### src/sar_pkg.sv
// package for the converter control and result formatting block
// assumes one 200 MHz system clock and a plain strobe register port
package sar_pkg;
   // ************************************************************
   // register map
   // ************************************************************
   localparam logic [2:0] ADDR_CHANNEL_SELECT = 3'h0;
   localparam logic [2:0] ADDR_CONTROL_A      = 3'h1;
   localparam logic [2:0] ADDR_CONTROL_B      = 3'h2;
   localparam logic [2:0] ADDR_RESULT_LOW     = 3'h3;
   localparam logic [2:0] ADDR_RESULT_HIGH    = 3'h4;
   localparam logic [2:0] ADDR_IRQ_STATUS     = 3'h5;
   localparam logic [2:0] ADDR_IRQ_MASK       = 3'h6;

   // ************************************************************
   // field positions
   // ************************************************************
   localparam int CH_FIELD_LSB   = 0;
   localparam int CH_FIELD_W     = 5;
   localparam int REF_FIELD_LSB  = 5;
   localparam int REF_FIELD_W    = 3;
   localparam int CTLA_ENABLE    = 7;
   localparam int CTLA_START     = 6;
   localparam int CTLA_FREE_RUN  = 5;
   localparam int CTLA_IRQ_EN    = 3;
   localparam int CTLB_BIPOLAR   = 7;
   localparam int CTLB_GAIN_LSB  = 0;
   localparam int CTLB_GAIN_W    = 2;
   localparam int STS_DONE       = 0;
   localparam int STS_OVERRUN    = 1;
   localparam int CTLA_BUSY      = 4;

   // ************************************************************
   // sizes and codes
   // ************************************************************
   localparam int RESULT_W       = 10;
   localparam int NUM_SINGLE     = 11;
   localparam int NUM_DIFF       = 16;
   localparam logic [4:0] CH_SENSOR = 5'h1f;
   localparam logic [7:0] RESET_BYTE = 8'h00;
   localparam logic [9:0] RESULT_MAX = 10'h3ff;
   localparam logic [9:0] BIP_MIN    = 10'h200;
   localparam logic [9:0] BIP_MAX    = 10'h1ff;

   typedef enum logic [1:0] {GAIN_1X, GAIN_8X, GAIN_20X, GAIN_32X} gain_t;
   typedef enum logic [2:0] {
      REF_VCC      = 3'h0,
      REF_EXTERNAL = 3'h1,
      REF_INT_1V1  = 3'h2,
      REF_INT_2V56 = 3'h6,
      REF_INT_2V56_DECOUPLED = 3'h7
   } ref_t;
   typedef enum logic [1:0] {
      SLEEP_NONE, SLEEP_IDLE, SLEEP_NOISE_REDUCTION, SLEEP_OTHER
   } sleep_t;

   // settle time before the bit trials, in ns
   localparam int SETTLE_NS     = 20;
   localparam int CLK_PERIOD_NS = 5;
   localparam int SETTLE_CYC    = (SETTLE_NS + CLK_PERIOD_NS - 1) / CLK_PERIOD_NS;
endpackage

### src/sar_ctrl.sv
// control, successive approximation sequencer and result formatting
// assumes a comparator that answers one cycle after each trial code
//
// Chosen here: the plain strobed port and the register addresses.
`timescale 1ns/1ps

// Function
// - every conversion yields ten bits by successive approximation trials
// - eleven single-ended channels and twenty differential pairs (codes 11 to 30) are selectable
// - differential pairs apply gain of one, eight, twenty or thirty-two
// - three-bit reference field picks 1.1V, 2.56V, supply or external
// - entering idle or noise-reduction sleep starts a conversion once core halts
// - completion raises its request even if another interrupt woke the core
// - other sleep modes leave the converter enabled
// - completion sets the done flag and loads both result bytes
// - single-ended result spans 0x000 to 0x3ff
// - unipolar differential clamps negative difference to zero
// - polarity mode resets unipolar, bipolar when control b bit set
// - bipolar result is two's complement 0x201 to 0x1ff
// - bipolar result top bit is the sign, one meaning negative
module sar_ctrl (
   input  wire logic       clk,
   input  wire logic       rst,
   input  wire logic       clk_en,
   input  wire logic [2:0] reg_addr,
   input  wire logic [7:0] reg_wdata,
   input  wire logic       reg_wr,
   input  wire logic       reg_rd,
   output logic      [7:0] reg_rdata,
   input  wire logic [1:0] sleep_mode,
   input  wire logic       core_halted,
   input  wire logic       cmp_above,
   input  wire logic       cmp_negative,
   output logic      [4:0] mux_channel,
   output logic            mux_differential,
   output logic      [1:0] gain_select,
   output logic      [2:0] reference_select,
   output logic            reference_decouple_pin,
   output logic            analog_enable,
   output logic            sample_hold,
   output logic      [9:0] trial_code,
   output logic            irq
);
   // ************************************************************
   // registers
   // ************************************************************
   logic [7:0] channel_select_register_q;
   logic       converter_enable_bit_q;
   logic       free_run_q;
   logic       irq_enable_q;
   logic       bipolar_mode_bit_q;
   logic [1:0] gain_q;
   logic [7:0] result_low_byte_q;
   logic [1:0] result_high_byte_q;
   logic [1:0] status_q;
   logic [1:0] mask_q;
   logic       start_req_q;
   logic       sleep_armed_q;

   typedef enum logic [1:0] {S_IDLE, S_SETTLE, S_TRIAL, S_DONE} state_t;
   localparam logic [9:0] TRIAL_MSB = 10'(1 << (sar_pkg::RESULT_W - 1));
   state_t     state_q;
   logic [3:0] bit_idx_q;
   logic [3:0] settle_cnt_q;
   logic [9:0] sar_q;
   logic       neg_q;
   logic [9:0] formatted;
   logic       finish;
   logic       single_ended;
   logic       wr_hit_ctla;

   // the temperature sensor sits on a single-ended input
   assign single_ended = (channel_select_register_q[sar_pkg::CH_FIELD_LSB +: 4] <
                          4'(sar_pkg::NUM_SINGLE) &&
                          !channel_select_register_q[sar_pkg::CH_FIELD_LSB + 4]) ||
                         channel_select_register_q[4:0] == sar_pkg::CH_SENSOR;
   assign finish = (state_q == S_DONE);
   assign wr_hit_ctla = reg_wr && reg_addr == sar_pkg::ADDR_CONTROL_A;

   // ************************************************************
   // control registers
   // ************************************************************
   always_ff @(posedge clk) begin
      if (rst) begin
         channel_select_register_q <= sar_pkg::RESET_BYTE;
         converter_enable_bit_q    <= 1'b0;
         free_run_q                <= 1'b0;
         irq_enable_q              <= 1'b0;
         bipolar_mode_bit_q        <= 1'b0;
         gain_q                    <= 2'(sar_pkg::GAIN_1X);
         mask_q                    <= 2'h0;
      end else if (clk_en && reg_wr) begin
         unique case (reg_addr)
            sar_pkg::ADDR_CHANNEL_SELECT: channel_select_register_q <= reg_wdata;
            sar_pkg::ADDR_CONTROL_A: begin
               converter_enable_bit_q <= reg_wdata[sar_pkg::CTLA_ENABLE];
               free_run_q             <= reg_wdata[sar_pkg::CTLA_FREE_RUN];
               irq_enable_q           <= reg_wdata[sar_pkg::CTLA_IRQ_EN];
            end
            sar_pkg::ADDR_CONTROL_B: begin
               bipolar_mode_bit_q <= reg_wdata[sar_pkg::CTLB_BIPOLAR];
               gain_q <= reg_wdata[sar_pkg::CTLB_GAIN_LSB +: sar_pkg::CTLB_GAIN_W];
            end
            sar_pkg::ADDR_IRQ_MASK: mask_q <= reg_wdata[1:0];
            default: ;
         endcase
      end
   end

   // ************************************************************
   // start requests
   // ************************************************************
   // sleep start arms once per sleep entry so a long sleep does not rerun
   always_ff @(posedge clk) begin
      if (rst) begin
         start_req_q   <= 1'b0;
         sleep_armed_q <= 1'b0;
      end else if (clk_en) begin
         if (!core_halted)
            sleep_armed_q <= 1'b0;
         if (wr_hit_ctla && reg_wdata[sar_pkg::CTLA_START] &&
             reg_wdata[sar_pkg::CTLA_ENABLE])
            start_req_q <= 1'b1;
         else if (core_halted && !sleep_armed_q && converter_enable_bit_q &&
                  state_q == S_IDLE && !free_run_q && irq_enable_q &&
                  (sleep_mode == 2'(sar_pkg::SLEEP_IDLE) ||
                   sleep_mode == 2'(sar_pkg::SLEEP_NOISE_REDUCTION))) begin
            start_req_q   <= 1'b1;
            sleep_armed_q <= 1'b1;
         end else if (finish && free_run_q && converter_enable_bit_q)
            start_req_q <= 1'b1;
         else if (state_q == S_SETTLE)
            start_req_q <= 1'b0;
      end
   end

   // ************************************************************
   // successive approximation sequencer
   // ************************************************************
   // enable only drops by software; sleep mode never clears it
   always_ff @(posedge clk) begin
      if (rst) begin
         state_q      <= S_IDLE;
         bit_idx_q    <= 4'h0;
         settle_cnt_q <= 4'h0;
         sar_q        <= 10'h000;
         neg_q        <= 1'b0;
         trial_code   <= 10'h000;
      end else if (clk_en) begin
         unique case (state_q)
            S_IDLE: if (start_req_q && converter_enable_bit_q) begin
               state_q      <= S_SETTLE;
               settle_cnt_q <= 4'(sar_pkg::SETTLE_CYC);
               sar_q        <= 10'h000;
            end
            S_SETTLE: if (settle_cnt_q == 4'h1) begin
               // first code leaves with the state change, so the comparator
               // answer for the msb is settled at the next edge
               state_q    <= S_TRIAL;
               bit_idx_q  <= 4'(sar_pkg::RESULT_W - 1);
               neg_q      <= cmp_negative;
               sar_q      <= TRIAL_MSB;
               trial_code <= TRIAL_MSB;
            end else begin
               settle_cnt_q <= settle_cnt_q - 4'h1;
            end
            S_TRIAL: begin
               // keep the trial bit only when the input is at or above the code
               if (!cmp_above) begin
                  sar_q[bit_idx_q]      <= 1'b0;
                  trial_code[bit_idx_q] <= 1'b0;
               end
               if (bit_idx_q == 4'h0) begin
                  state_q    <= S_DONE;
                  trial_code <= 10'h000;
               end else begin
                  bit_idx_q                    <= bit_idx_q - 4'h1;
                  sar_q[bit_idx_q - 4'h1]      <= 1'b1;
                  trial_code[bit_idx_q - 4'h1] <= 1'b1;
               end
            end
            S_DONE: state_q <= S_IDLE;
         endcase
         if (!converter_enable_bit_q) begin
            state_q    <= S_IDLE;
            trial_code <= 10'h000;
         end
      end
   end

   // magnitude from the sar, sign from the comparator polarity sense
   always_comb begin
      if (single_ended)
         formatted = sar_q;
      else if (!bipolar_mode_bit_q)
         formatted = neg_q ? 10'h000 : sar_q;
      else if (neg_q)
         formatted = 10'(~{1'b0, sar_q[9:1]} + 10'h001);
      else
         formatted = {1'b0, sar_q[9:1]};
   end

   // ************************************************************
   // results and interrupt status
   // ************************************************************
   always_ff @(posedge clk) begin
      if (rst) begin
         result_low_byte_q  <= sar_pkg::RESET_BYTE;
         result_high_byte_q <= 2'h0;
      end else if (clk_en && finish) begin
         result_low_byte_q  <= formatted[7:0];
         result_high_byte_q <= formatted[9:8];
      end
   end

   // set wins over a same-cycle write-one clear
   always_ff @(posedge clk) begin
      if (rst)
         status_q <= 2'h0;
      else if (clk_en) begin
         for (int i = 0; i < 2; i++) begin
            if (reg_wr && reg_addr == sar_pkg::ADDR_IRQ_STATUS && reg_wdata[i])
               status_q[i] <= 1'b0;
         end
         if (finish) begin
            status_q[sar_pkg::STS_DONE] <= 1'b1;
            if (status_q[sar_pkg::STS_DONE])
               status_q[sar_pkg::STS_OVERRUN] <= 1'b1;
         end
      end
   end

   always_ff @(posedge clk) begin
      if (rst)
         irq <= 1'b0;
      else if (clk_en)
         irq <= |(status_q & mask_q) &&
                (irq_enable_q || !status_q[sar_pkg::STS_DONE] ||
                 mask_q[sar_pkg::STS_OVERRUN]);
   end

   // ************************************************************
   // register read port
   // ************************************************************
   always_ff @(posedge clk) begin
      if (rst)
         reg_rdata <= sar_pkg::RESET_BYTE;
      else if (clk_en) begin
         reg_rdata <= 8'h00;
         if (reg_rd) begin
            unique case (reg_addr)
               sar_pkg::ADDR_CHANNEL_SELECT: reg_rdata <= channel_select_register_q;
               sar_pkg::ADDR_CONTROL_A: reg_rdata <= {converter_enable_bit_q, 1'b0,
                  free_run_q, state_q != S_IDLE, irq_enable_q, 3'h0};
               sar_pkg::ADDR_CONTROL_B: reg_rdata <= {bipolar_mode_bit_q, 5'h00, gain_q};
               sar_pkg::ADDR_RESULT_LOW: reg_rdata <= result_low_byte_q;
               sar_pkg::ADDR_RESULT_HIGH: reg_rdata <= {6'h00, result_high_byte_q};
               sar_pkg::ADDR_IRQ_STATUS: reg_rdata <= {6'h00, status_q};
               sar_pkg::ADDR_IRQ_MASK: reg_rdata <= {6'h00, mask_q};
               default: reg_rdata <= 8'h00;
            endcase
         end
      end
   end

   // ************************************************************
   // analog front end drive
   // ************************************************************
   always_ff @(posedge clk) begin
      if (rst) begin
         mux_channel            <= 5'h00;
         mux_differential       <= 1'b0;
         gain_select            <= 2'h0;
         reference_select       <= 3'h0;
         reference_decouple_pin <= 1'b0;
         analog_enable          <= 1'b0;
         sample_hold            <= 1'b0;
      end else if (clk_en) begin
         mux_channel      <= channel_select_register_q[sar_pkg::CH_FIELD_LSB +:
                             sar_pkg::CH_FIELD_W];
         mux_differential <= !single_ended &&
                             channel_select_register_q[4:0] != sar_pkg::CH_SENSOR;
         gain_select      <= single_ended ? 2'(sar_pkg::GAIN_1X) : gain_q;
         // supply reference is not offered to differential pairs
         reference_select <= (!single_ended &&
            channel_select_register_q[sar_pkg::REF_FIELD_LSB +: sar_pkg::REF_FIELD_W] ==
            3'(sar_pkg::REF_VCC)) ? 3'(sar_pkg::REF_INT_2V56) :
            channel_select_register_q[sar_pkg::REF_FIELD_LSB +: sar_pkg::REF_FIELD_W];
         reference_decouple_pin <= channel_select_register_q[sar_pkg::REF_FIELD_LSB +:
            sar_pkg::REF_FIELD_W] == 3'(sar_pkg::REF_INT_2V56_DECOUPLED);
         analog_enable    <= converter_enable_bit_q;
         sample_hold      <= state_q == S_TRIAL;
      end
   end

   // ************************************************************
   // checks
   // ************************************************************
   a_done_sets_flag: assert property (@(posedge clk) disable iff (rst)
      (clk_en && finish) |=> status_q[sar_pkg::STS_DONE])
      else $error("done flag not set after completion");
   a_result_holds: assert property (@(posedge clk) disable iff (rst)
      !finish |=> $stable(result_low_byte_q) && $stable(result_high_byte_q))
      else $error("result changed without completion");
   a_unipolar_clamp: assert property (@(posedge clk) disable iff (rst)
      (clk_en && finish && !single_ended && !bipolar_mode_bit_q && neg_q)
      |=> result_low_byte_q == 8'h00 && result_high_byte_q == 2'h0)
      else $error("negative unipolar not clamped");
   a_bipolar_sign: assert property (@(posedge clk) disable iff (rst)
      (clk_en && finish && !single_ended && bipolar_mode_bit_q && sar_q[9:1] != 9'h000)
      |=> result_high_byte_q[1] == $past(neg_q))
      else $error("bipolar sign bit wrong");
   a_polarity_reset: assert property (@(posedge clk)
      rst |=> !bipolar_mode_bit_q)
      else $error("polarity mode not unipolar after reset");
   a_sleep_start: assert property (@(posedge clk) disable iff (rst)
      (clk_en && state_q == S_IDLE && start_req_q && converter_enable_bit_q)
      |=> state_q == S_SETTLE)
      else $error("conversion did not start");
   a_trial_length: assert property (@(posedge clk)
      disable iff (rst || !clk_en || !converter_enable_bit_q)
      $rose(state_q == S_TRIAL) |=> (state_q == S_TRIAL) [*8] ##1 state_q == S_TRIAL
      ##1 state_q == S_DONE)
      else $error("trial phase length wrong");
   a_enable_kept: assert property (@(posedge clk) disable iff (rst)
      (!reg_wr && core_halted) |=> converter_enable_bit_q == $past(converter_enable_bit_q))
      else $error("sleep changed the enable");
   a_sleep_entry: assert property (@(posedge clk) disable iff (rst || !clk_en)
      (core_halted && !sleep_armed_q && converter_enable_bit_q && state_q == S_IDLE &&
       !free_run_q && irq_enable_q && !reg_wr && (sleep_mode == 2'(sar_pkg::SLEEP_IDLE) ||
       sleep_mode == 2'(sar_pkg::SLEEP_NOISE_REDUCTION))) |=> ##1 state_q == S_SETTLE)
      else $error("sleep entry did not start a conversion");
   a_first_code: assert property (@(posedge clk) disable iff (rst)
      $rose(state_q == S_TRIAL) |-> trial_code == TRIAL_MSB)
      else $error("first trial code is not the msb");
   a_irq_quiet: assert property (@(posedge clk) disable iff (rst)
      (clk_en && !(|(status_q & mask_q))) |=> !irq)
      else $error("irq high with no unmasked status");
   a_read_idle: assert property (@(posedge clk) disable iff (rst)
      (clk_en && !reg_rd) |=> reg_rdata == 8'h00)
      else $error("read data not zero without a read");
   a_overrun_set: assert property (@(posedge clk) disable iff (rst)
      (clk_en && finish && status_q[sar_pkg::STS_DONE]) |=> status_q[sar_pkg::STS_OVERRUN])
      else $error("overrun not flagged");
endmodule

### config.mk
export PLATFORM = sky130hd
export DESIGN_NAME = sar_ctrl
export DESIGN_NICKNAME = d
export VERILOG_FILES = /design/src/sar_pkg.sv /design/src/sar_ctrl.sv
export SDC_FILE = /design/constraint.sdc
export NUM_CORES = 1
export LEC_CHECK = 0
export ABC_AREA = 1
export CAP_MARGIN = 20
export CORE_UTILIZATION = 45
export CTS_BUF_LIST = sky130_fd_sc_hd__clkbuf_4 sky130_fd_sc_hd__clkbuf_8 sky130_fd_sc_hd__clkbuf_16
export DETAILED_ROUTE_END_ITERATION = 7
export DONT_BUFFER_PORTS = 1
export PLACE_DENSITY = 0.56
export SYNTH_ARGS = -nofsm -noshare
export SYNTH_HDL_FRONTEND = slang
export SYNTH_SLANG_ARGS = --single-unit
### constraint.sdc
create_clock -name clk -period 2.81 [get_ports clk]
set_input_delay 0.7025 -clock clk [delete_from_list [all_inputs] [get_ports clk]]
set_output_delay 0.7025 -clock clk [all_outputs]
set_load 0.02 [all_outputs]
* Word level (Yosys, flattened, before mapping)
Cells that the tools add are included.
Widths: inputs -> output; s select.
** Operators by class
- $add $sub $neg :: 3
- Magnitude comparators :: 5
- Eq/ne operators :: 23
- Multiplexer cells :: 49
- Bitwise logic cells :: 7
- Reductions and logical operators :: 55
** Operators by type and width (count)
- $mux 10 :: 17
- $pmux 8 s7 :: 1
- $pmux 10 s3 :: 1
- $logic_and 1x1->1 :: 23
- $and 10x10->10 :: 2
- $or 10x10->10 :: 2
- $pmux 10 s2 :: 1
- $mux 4 :: 4
- $pmux 4 s2 :: 2
- $reduce_and 4->1 :: 4
- $eq 3x3->1 const B :: 4
- $mux 1 :: 12
- $mux 2 :: 6
- $reduce_and 2->1 :: 6
- $add 10x1->10 const B :: 1
- $lt 4x5->1 const B :: 2
- $not 10->10 :: 1
- $not 9->10 :: 1
- $demux 1 s4 :: 2
- $ge 4x1->1 const B :: 2
- $mux 8 :: 1
- $pmux 2 s4 :: 1
- $reduce_bool 2->1 :: 4
- $sub 4x1->4 const B :: 2
- other kinds (24) :: 40
** Word-level totals
- Register bits after elaboration :: 84
- Input bits :: 21

* Longest topological paths before layout
- Depth after elaboration :: 14
- Depth in mapped cells :: 11

* Least setup slack after synthesis
No wires, ideal clock.
- Kind :: input -> register
- From :: input reg_addr[1]
- To :: register channel_select_register_q[3]
- Arrival time :: 1.565 ns
- Data required time :: 2.691 ns
- Setup slack :: 1.126 ns
- Cell stages on the path :: 8
- Path buffers :: 2
- Cell sequence :: buf_2 > nor2_4 > nand2_2 > inv_1 > nand2_2 > buf_4 > o21ai_0 > a21oi_1
** Between the ends
- Longest elaborated chain between the ends :: 2
** Ends and longest elaborated chain
- from (decl) :: line sar_ctrl.sv:25 : input wire logic [2:0] reg_addr,
- $logic_not 3->1 :: line sar_ctrl.sv:93 : unique case (reg_addr)
- $reduce_and 2->1 (no source line)
- to (signal assigned) :: line sar_ctrl.sv:85 : channel_select_register_q <= sar_pkg::RESET_BYTE;
- to (signal assigned) :: line sar_ctrl.sv:94 : sar_pkg::ADDR_CHANNEL_SELECT: channel_select_register_q <= reg_wdata;
- to (decl) :: line sar_ctrl.sv:47 : logic [7:0] channel_select_register_q;
No other way between the ends.
A chain may end at the register's enable or synchronous reset.

* Worst setup path after layout
- From :: register state_q[0]
- To :: register trial_code[2]
** Between the ends
- Longest elaborated chain between the ends :: 3
- Elaborated cells on any way between the ends :: 7
- Classes of those cells :: eq/ne (4); mux (2); reduce/logical (1)
** Ends and longest elaborated chain
- from (decl) :: line sar_ctrl.sv:62 : state_t state_q;
- from (signal assigned) :: line sar_ctrl.sv:143 : state_q <= S_IDLE;
- from (signal assigned) :: line sar_ctrl.sv:152 : state_q <= S_SETTLE;
- from (signal assigned) :: line sar_ctrl.sv:159 : state_q <= S_TRIAL;
- $eq 2x1->1 or $eq 2x2->1 (tied branches) :: line sar_ctrl.sv:150 : unique case (state_q)
- $ne 3x2->1 (no source line), or another cell as far along
- $reduce_and 3->1 (no source line) or $mux 10 (tied branches)
- to (signal assigned) :: line sar_ctrl.sv:148 : trial_code <= 10'h000;
- to (signal assigned) :: line sar_ctrl.sv:163 : trial_code <= TRIAL_MSB;
- to (signal, indexed assignment) :: line sar_ctrl.sv:171 : trial_code[bit_idx_q] <= 1'b0;
- to (decl) :: line sar_ctrl.sv:41 : output logic [9:0] trial_code,
Parallel ways exist; a longest one is shown, timed or not.

==> parameters.txt <==
Parameter                              Value

Outcome
  Outcome ... finished, final reports clean

Final layout
  Filler cells ... just over 1000
  Fin area ... 0.00471 mm2
  Share of final-layout standard cells stronger than drive strength 1 ... 7.62%
  Diode count ... 0
  Area Overhead vs Synth ... 6.03%
  Total Nets Final ... 661

Power
  Power Dens Cells ... about 530 mW/mm2
  Comb power frac ... 8.8%
  Leakage component of the power ... 1.85 nW
  Net load switching power ... 686 uW
  Power share of the clock group ... 40.9%
  Fraction of power spent switching nets ... 27.6%
  Portion of total power attributed to sequential cells ... 50.3%
  Internal power ... 1.80 mW
  IR Drop Worst-Case VDD ... approximately 220 uV

Setup path
  Data required time of the worst path ... 3110 ps
  Setup crit end kind ... flop
  Setup crit start ... state_q[0]
  Max FO, Critical Path ... 13
  Startpoint of the lowest-slack register-to-register path ... state_q[0]
  Type of element launching the critical path ... flop
  Critical path arrival ... 2160 ps
  Type of the setup path with the least slack ... flop to flop

CTS
  Clock tree from TritonCTS ... done
  Number of clock sinks seen by CTS ... 84
  Number of levels in the clock H-tree ... 3
  CTS resizes ... 0
  CTS hold repair buffers ... 0
  Clock root buffer ... sky130_fd_sc_hd__clkbuf_8
  Inserted Clock Buffers ... 9
  Clock Latency Late Sink ... 370 ps
  Maximum buffer depth of the clock tree ... 2
  Post-CTS setup buffer count ... 0
  Clk pin slew, worst setup/hold paths ... 100 ps

Yosys
  Cells after Synth ... 637
  Synth Net Count ... 673
  Number of enable-type register cells in the synthesized netlist ... 0
  FF+latch count, synth ... 84
  Fraction of the yosys area taken by sequential cells ... 37.9%
  Total standard cell area after synthesis ... 0.00444 mm2
  Flip-flop cell with the highest count after synthesis ... sky130_fd_sc_hd__dfxtp_1
  Avg Inst Size Synth ... around 7 um2
  Fraction of registers with async set/reset ... 0%
  Number of library cell types mapped by synthesis ... 36
  Yosys warning total ... 0

Routing
  First drt pass iteration count ... 5
  Antenna Violating Nets Remaining ... 0
  Length of routed met3 wiring ... 479 um
  Routed length per instance ... between 15 and 20 um
  Highest metal layer used by the detailed router ... met4
  Sum of met2 wire segment lengths after detailed routing ... 5690 um
  Number of remaining DRC errors ... 0
  Average via count per standard cell ... 5.42
  Via total after detailed routing ... 4114
  Final wirelength ... 11700 um
  Sum of routed wire segments on met1 ... 5340 um
  Count of routing violations after the opening detailed-route iteration ... 134

Placed design
  Total half-perimeter wirelength after legalization and detailed placement ... 8580 um
  Cell Area, Placed ... 0.00448 mm2
  Count of input and output buffers ... 0
  Routability Congestion ... around 0.85

GRT
  Antenna violations before repair ... 0
  Gr usage total ... about a quarter
  Remaining global-route overflow ... 0
  Vias in the first global route ... 3850
  Maximum number of pins on one net before global-route repair ... 45
  Global-route wire length before repair ... 19000 um

STA
  TNS Setup ... 0 ps
  Number of hold-slack violations in the final timing report ... 0
  Final setup violating endpoints ... 0
  Worst Tran Pin Value ... 532 ps
  Max frequency ... 0.537 GHz
  Fin Clk Skew ... 15.9 ps
  RSZ-0062 raised after global routing ... no
  Fraction of the cycle the final worst path needs ... 66.3%
  Clock period minus final worst setup slack ... between 1500 and 2000 ps
  Slew Limit Fails ... 0
  Worst rel slew slack ... 64.5%

Floorplanning
  Total Die Area ... just over 0.01 mm2
  FP Rows ... 35
  I/O pin count ... 54
  Floorplan die width ... a little over 100 um
  Effective utilization at floorplan ... between 40% and 50%
  Area of the core ... 0.00942 mm2
  Height of the chip ... 101 um

Worst hold path
  Worst min-delay path startpoint ... rst
  Kind of path behind the tightest hold check ... primary input to flop

Job
  Count of max-cap constraint violations ... 0
## layer usage
metal  global-route usage [%]  vias up
li1                         -     2099
met1                     29.2     1911
met2                     41.7       86
met3                     4.00       18
met4                     8.70        0
met5                        0        -
## cell families after synthesis
| logic type | share of synthesized area, % |
|---|---|
| AO/OA/AOI/OAI | 20.8 |
| XOR/XNOR | 0.620 |
| AND/OR/NAND/NOR | 27.7 |
| buffers and inverters | 8.84 |
| adder cells (fa/ha/maj) | 4.23 |
| flip-flops | 37.9 |
## worst paths after layout
| path | endpoint | slack (ps) | cells past startpoint |
|---|---|---|---|
| setup / recovery | trial_code[2] | 950 | 8 |
| hold reg to reg | sleep_armed_q | 480 | 2 |
| hold / removal | sar_q[3] | 410 | 1 |
| setup reg to reg | trial_code[2] | 950 | 8 |
## stage by stage
stage               total power, mW  worst slack, ps  utilization, %  hold slack (ps)  cells
floorplan                      1.47             1130               -              445    637
global placement               1.49              987            47.6              451    743
CTS                            2.51              926            50.0              381    759
finish                         2.48              947            50.0              406    759
global route                   2.59              738            50.0              378    759
detailed placement             1.49              941            47.6              461    743
## state kept, by name (all words and copies together) (netlist names), 3 cells and up
register / flops
sar_q: 10
trial_code: 10
channel_select_register_q: 8
reg_rdata: 8
result_low_byte_q: 8
mux_channel: 5
bit_idx_q: 4
settle_cnt_q: 4
reference_select: 3
## cell usage after synthesis, types with 5 or more instances
cell,number,area [um2]
sky130_fd_sc_hd__nand3_2,7,70.1
sky130_fd_sc_hd__nor2_1,39,146
sky130_fd_sc_hd__o21ai_1,5,25.0
sky130_fd_sc_hd__nand3_1,40,200
sky130_fd_sc_hd__ha_1,15,188
sky130_fd_sc_hd__nand2_1,144,541
sky130_fd_sc_hd__dfxtp_1,84,1680
sky130_fd_sc_hd__nand2_2,6,37.5
sky130_fd_sc_hd__inv_1,66,248
sky130_fd_sc_hd__nor3_1,6,30.0
sky130_fd_sc_hd__o21ai_0,68,340
sky130_fd_sc_hd__clkbuf_1,14,52.6
sky130_fd_sc_hd__a21oi_1,82,410
sky130_fd_sc_hd__nand4_1,13,81.3
## power groups by stage
| stage | clock, mW | combinational, mW | sequential [mW] |
|---|---|---|---|
| global route | 1.09 | 0.246 | 1.25 |
| global placement | 0 | 0.215 | 1.27 |
| detailed placement | 0 | 0.217 | 1.28 |
| CTS | 1.04 | 0.218 | 1.25 |
| floorplan | 0 | 0.200 | 1.27 |
| finish | 1.02 | 0.219 | 1.25 |
## critical path, cell delays in order, from the launching register on
cell and delay (ps):
sky130_fd_sc_hd__dfxtp_1 360, sky130_fd_sc_hd__inv_1 100, sky130_fd_sc_hd__ha_1 310, sky130_fd_sc_hd__inv_2 140, sky130_fd_sc_hd__nand3_1 110, sky130_fd_sc_hd__nand3_2 270, sky130_fd_sc_hd__nor2_4 300, sky130_fd_sc_hd__nand2_1 80
sky130_fd_sc_hd__a21oi_1 130
## area by class of cell
type                       count  area, um2  share of cell area, %
inverter                      68        255                   5.42
timing repair buffer           2       15.0                  0.319
clock inverter                 7        105                   2.23
tap                          129        161                   3.43
clock buffer                   9        124                   2.63
sequential                    84       1680                   35.7
multi-input combinational    460       2370                   50.3
## placed cells by master, fill, tap and decap left out, types with 2 or more instances in the layout
cell | synthesis | final
sky130_fd_sc_hd__clkbuf_8 | 0 | 9
sky130_fd_sc_hd__o211ai_1 | 4 | 4
sky130_fd_sc_hd__nand3_1 | 40 | 40
sky130_fd_sc_hd__inv_2 | 2 | 2
sky130_fd_sc_hd__ha_1 | 15 | 15
sky130_fd_sc_hd__nand2_2 | 6 | 6
sky130_fd_sc_hd__o21ai_1 | 5 | 5
sky130_fd_sc_hd__inv_8 | 0 | 2
sky130_fd_sc_hd__nor3_1 | 6 | 6
sky130_fd_sc_hd__nor2_2 | 3 | 3
sky130_fd_sc_hd__a31oi_1 | 4 | 4
sky130_fd_sc_hd__nand4_1 | 13 | 13
sky130_fd_sc_hd__a21oi_2 | 2 | 2
sky130_fd_sc_hd__nand3b_1 | 3 | 3
sky130_fd_sc_hd__nor2_1 | 39 | 39
sky130_fd_sc_hd__or2_2 | 2 | 2
sky130_fd_sc_hd__o21ai_2 | 2 | 2
sky130_fd_sc_hd__dfxtp_1 | 84 | 84
sky130_fd_sc_hd__o21ai_0 | 68 | 68
sky130_fd_sc_hd__nand2_1 | 144 | 144
sky130_fd_sc_hd__bufinv_16 | 0 | 2
sky130_fd_sc_hd__nand3_2 | 7 | 7
sky130_fd_sc_hd__inv_1 | 66 | 66
sky130_fd_sc_hd__buf_4 | 2 | 2
sky130_fd_sc_hd__inv_6 | 0 | 2
sky130_fd_sc_hd__nor2_4 | 4 | 4
sky130_fd_sc_hd__o221ai_1 | 3 | 3
sky130_fd_sc_hd__a21oi_1 | 82 | 82
No activity file was read; power rests on OpenSTA's default activity.
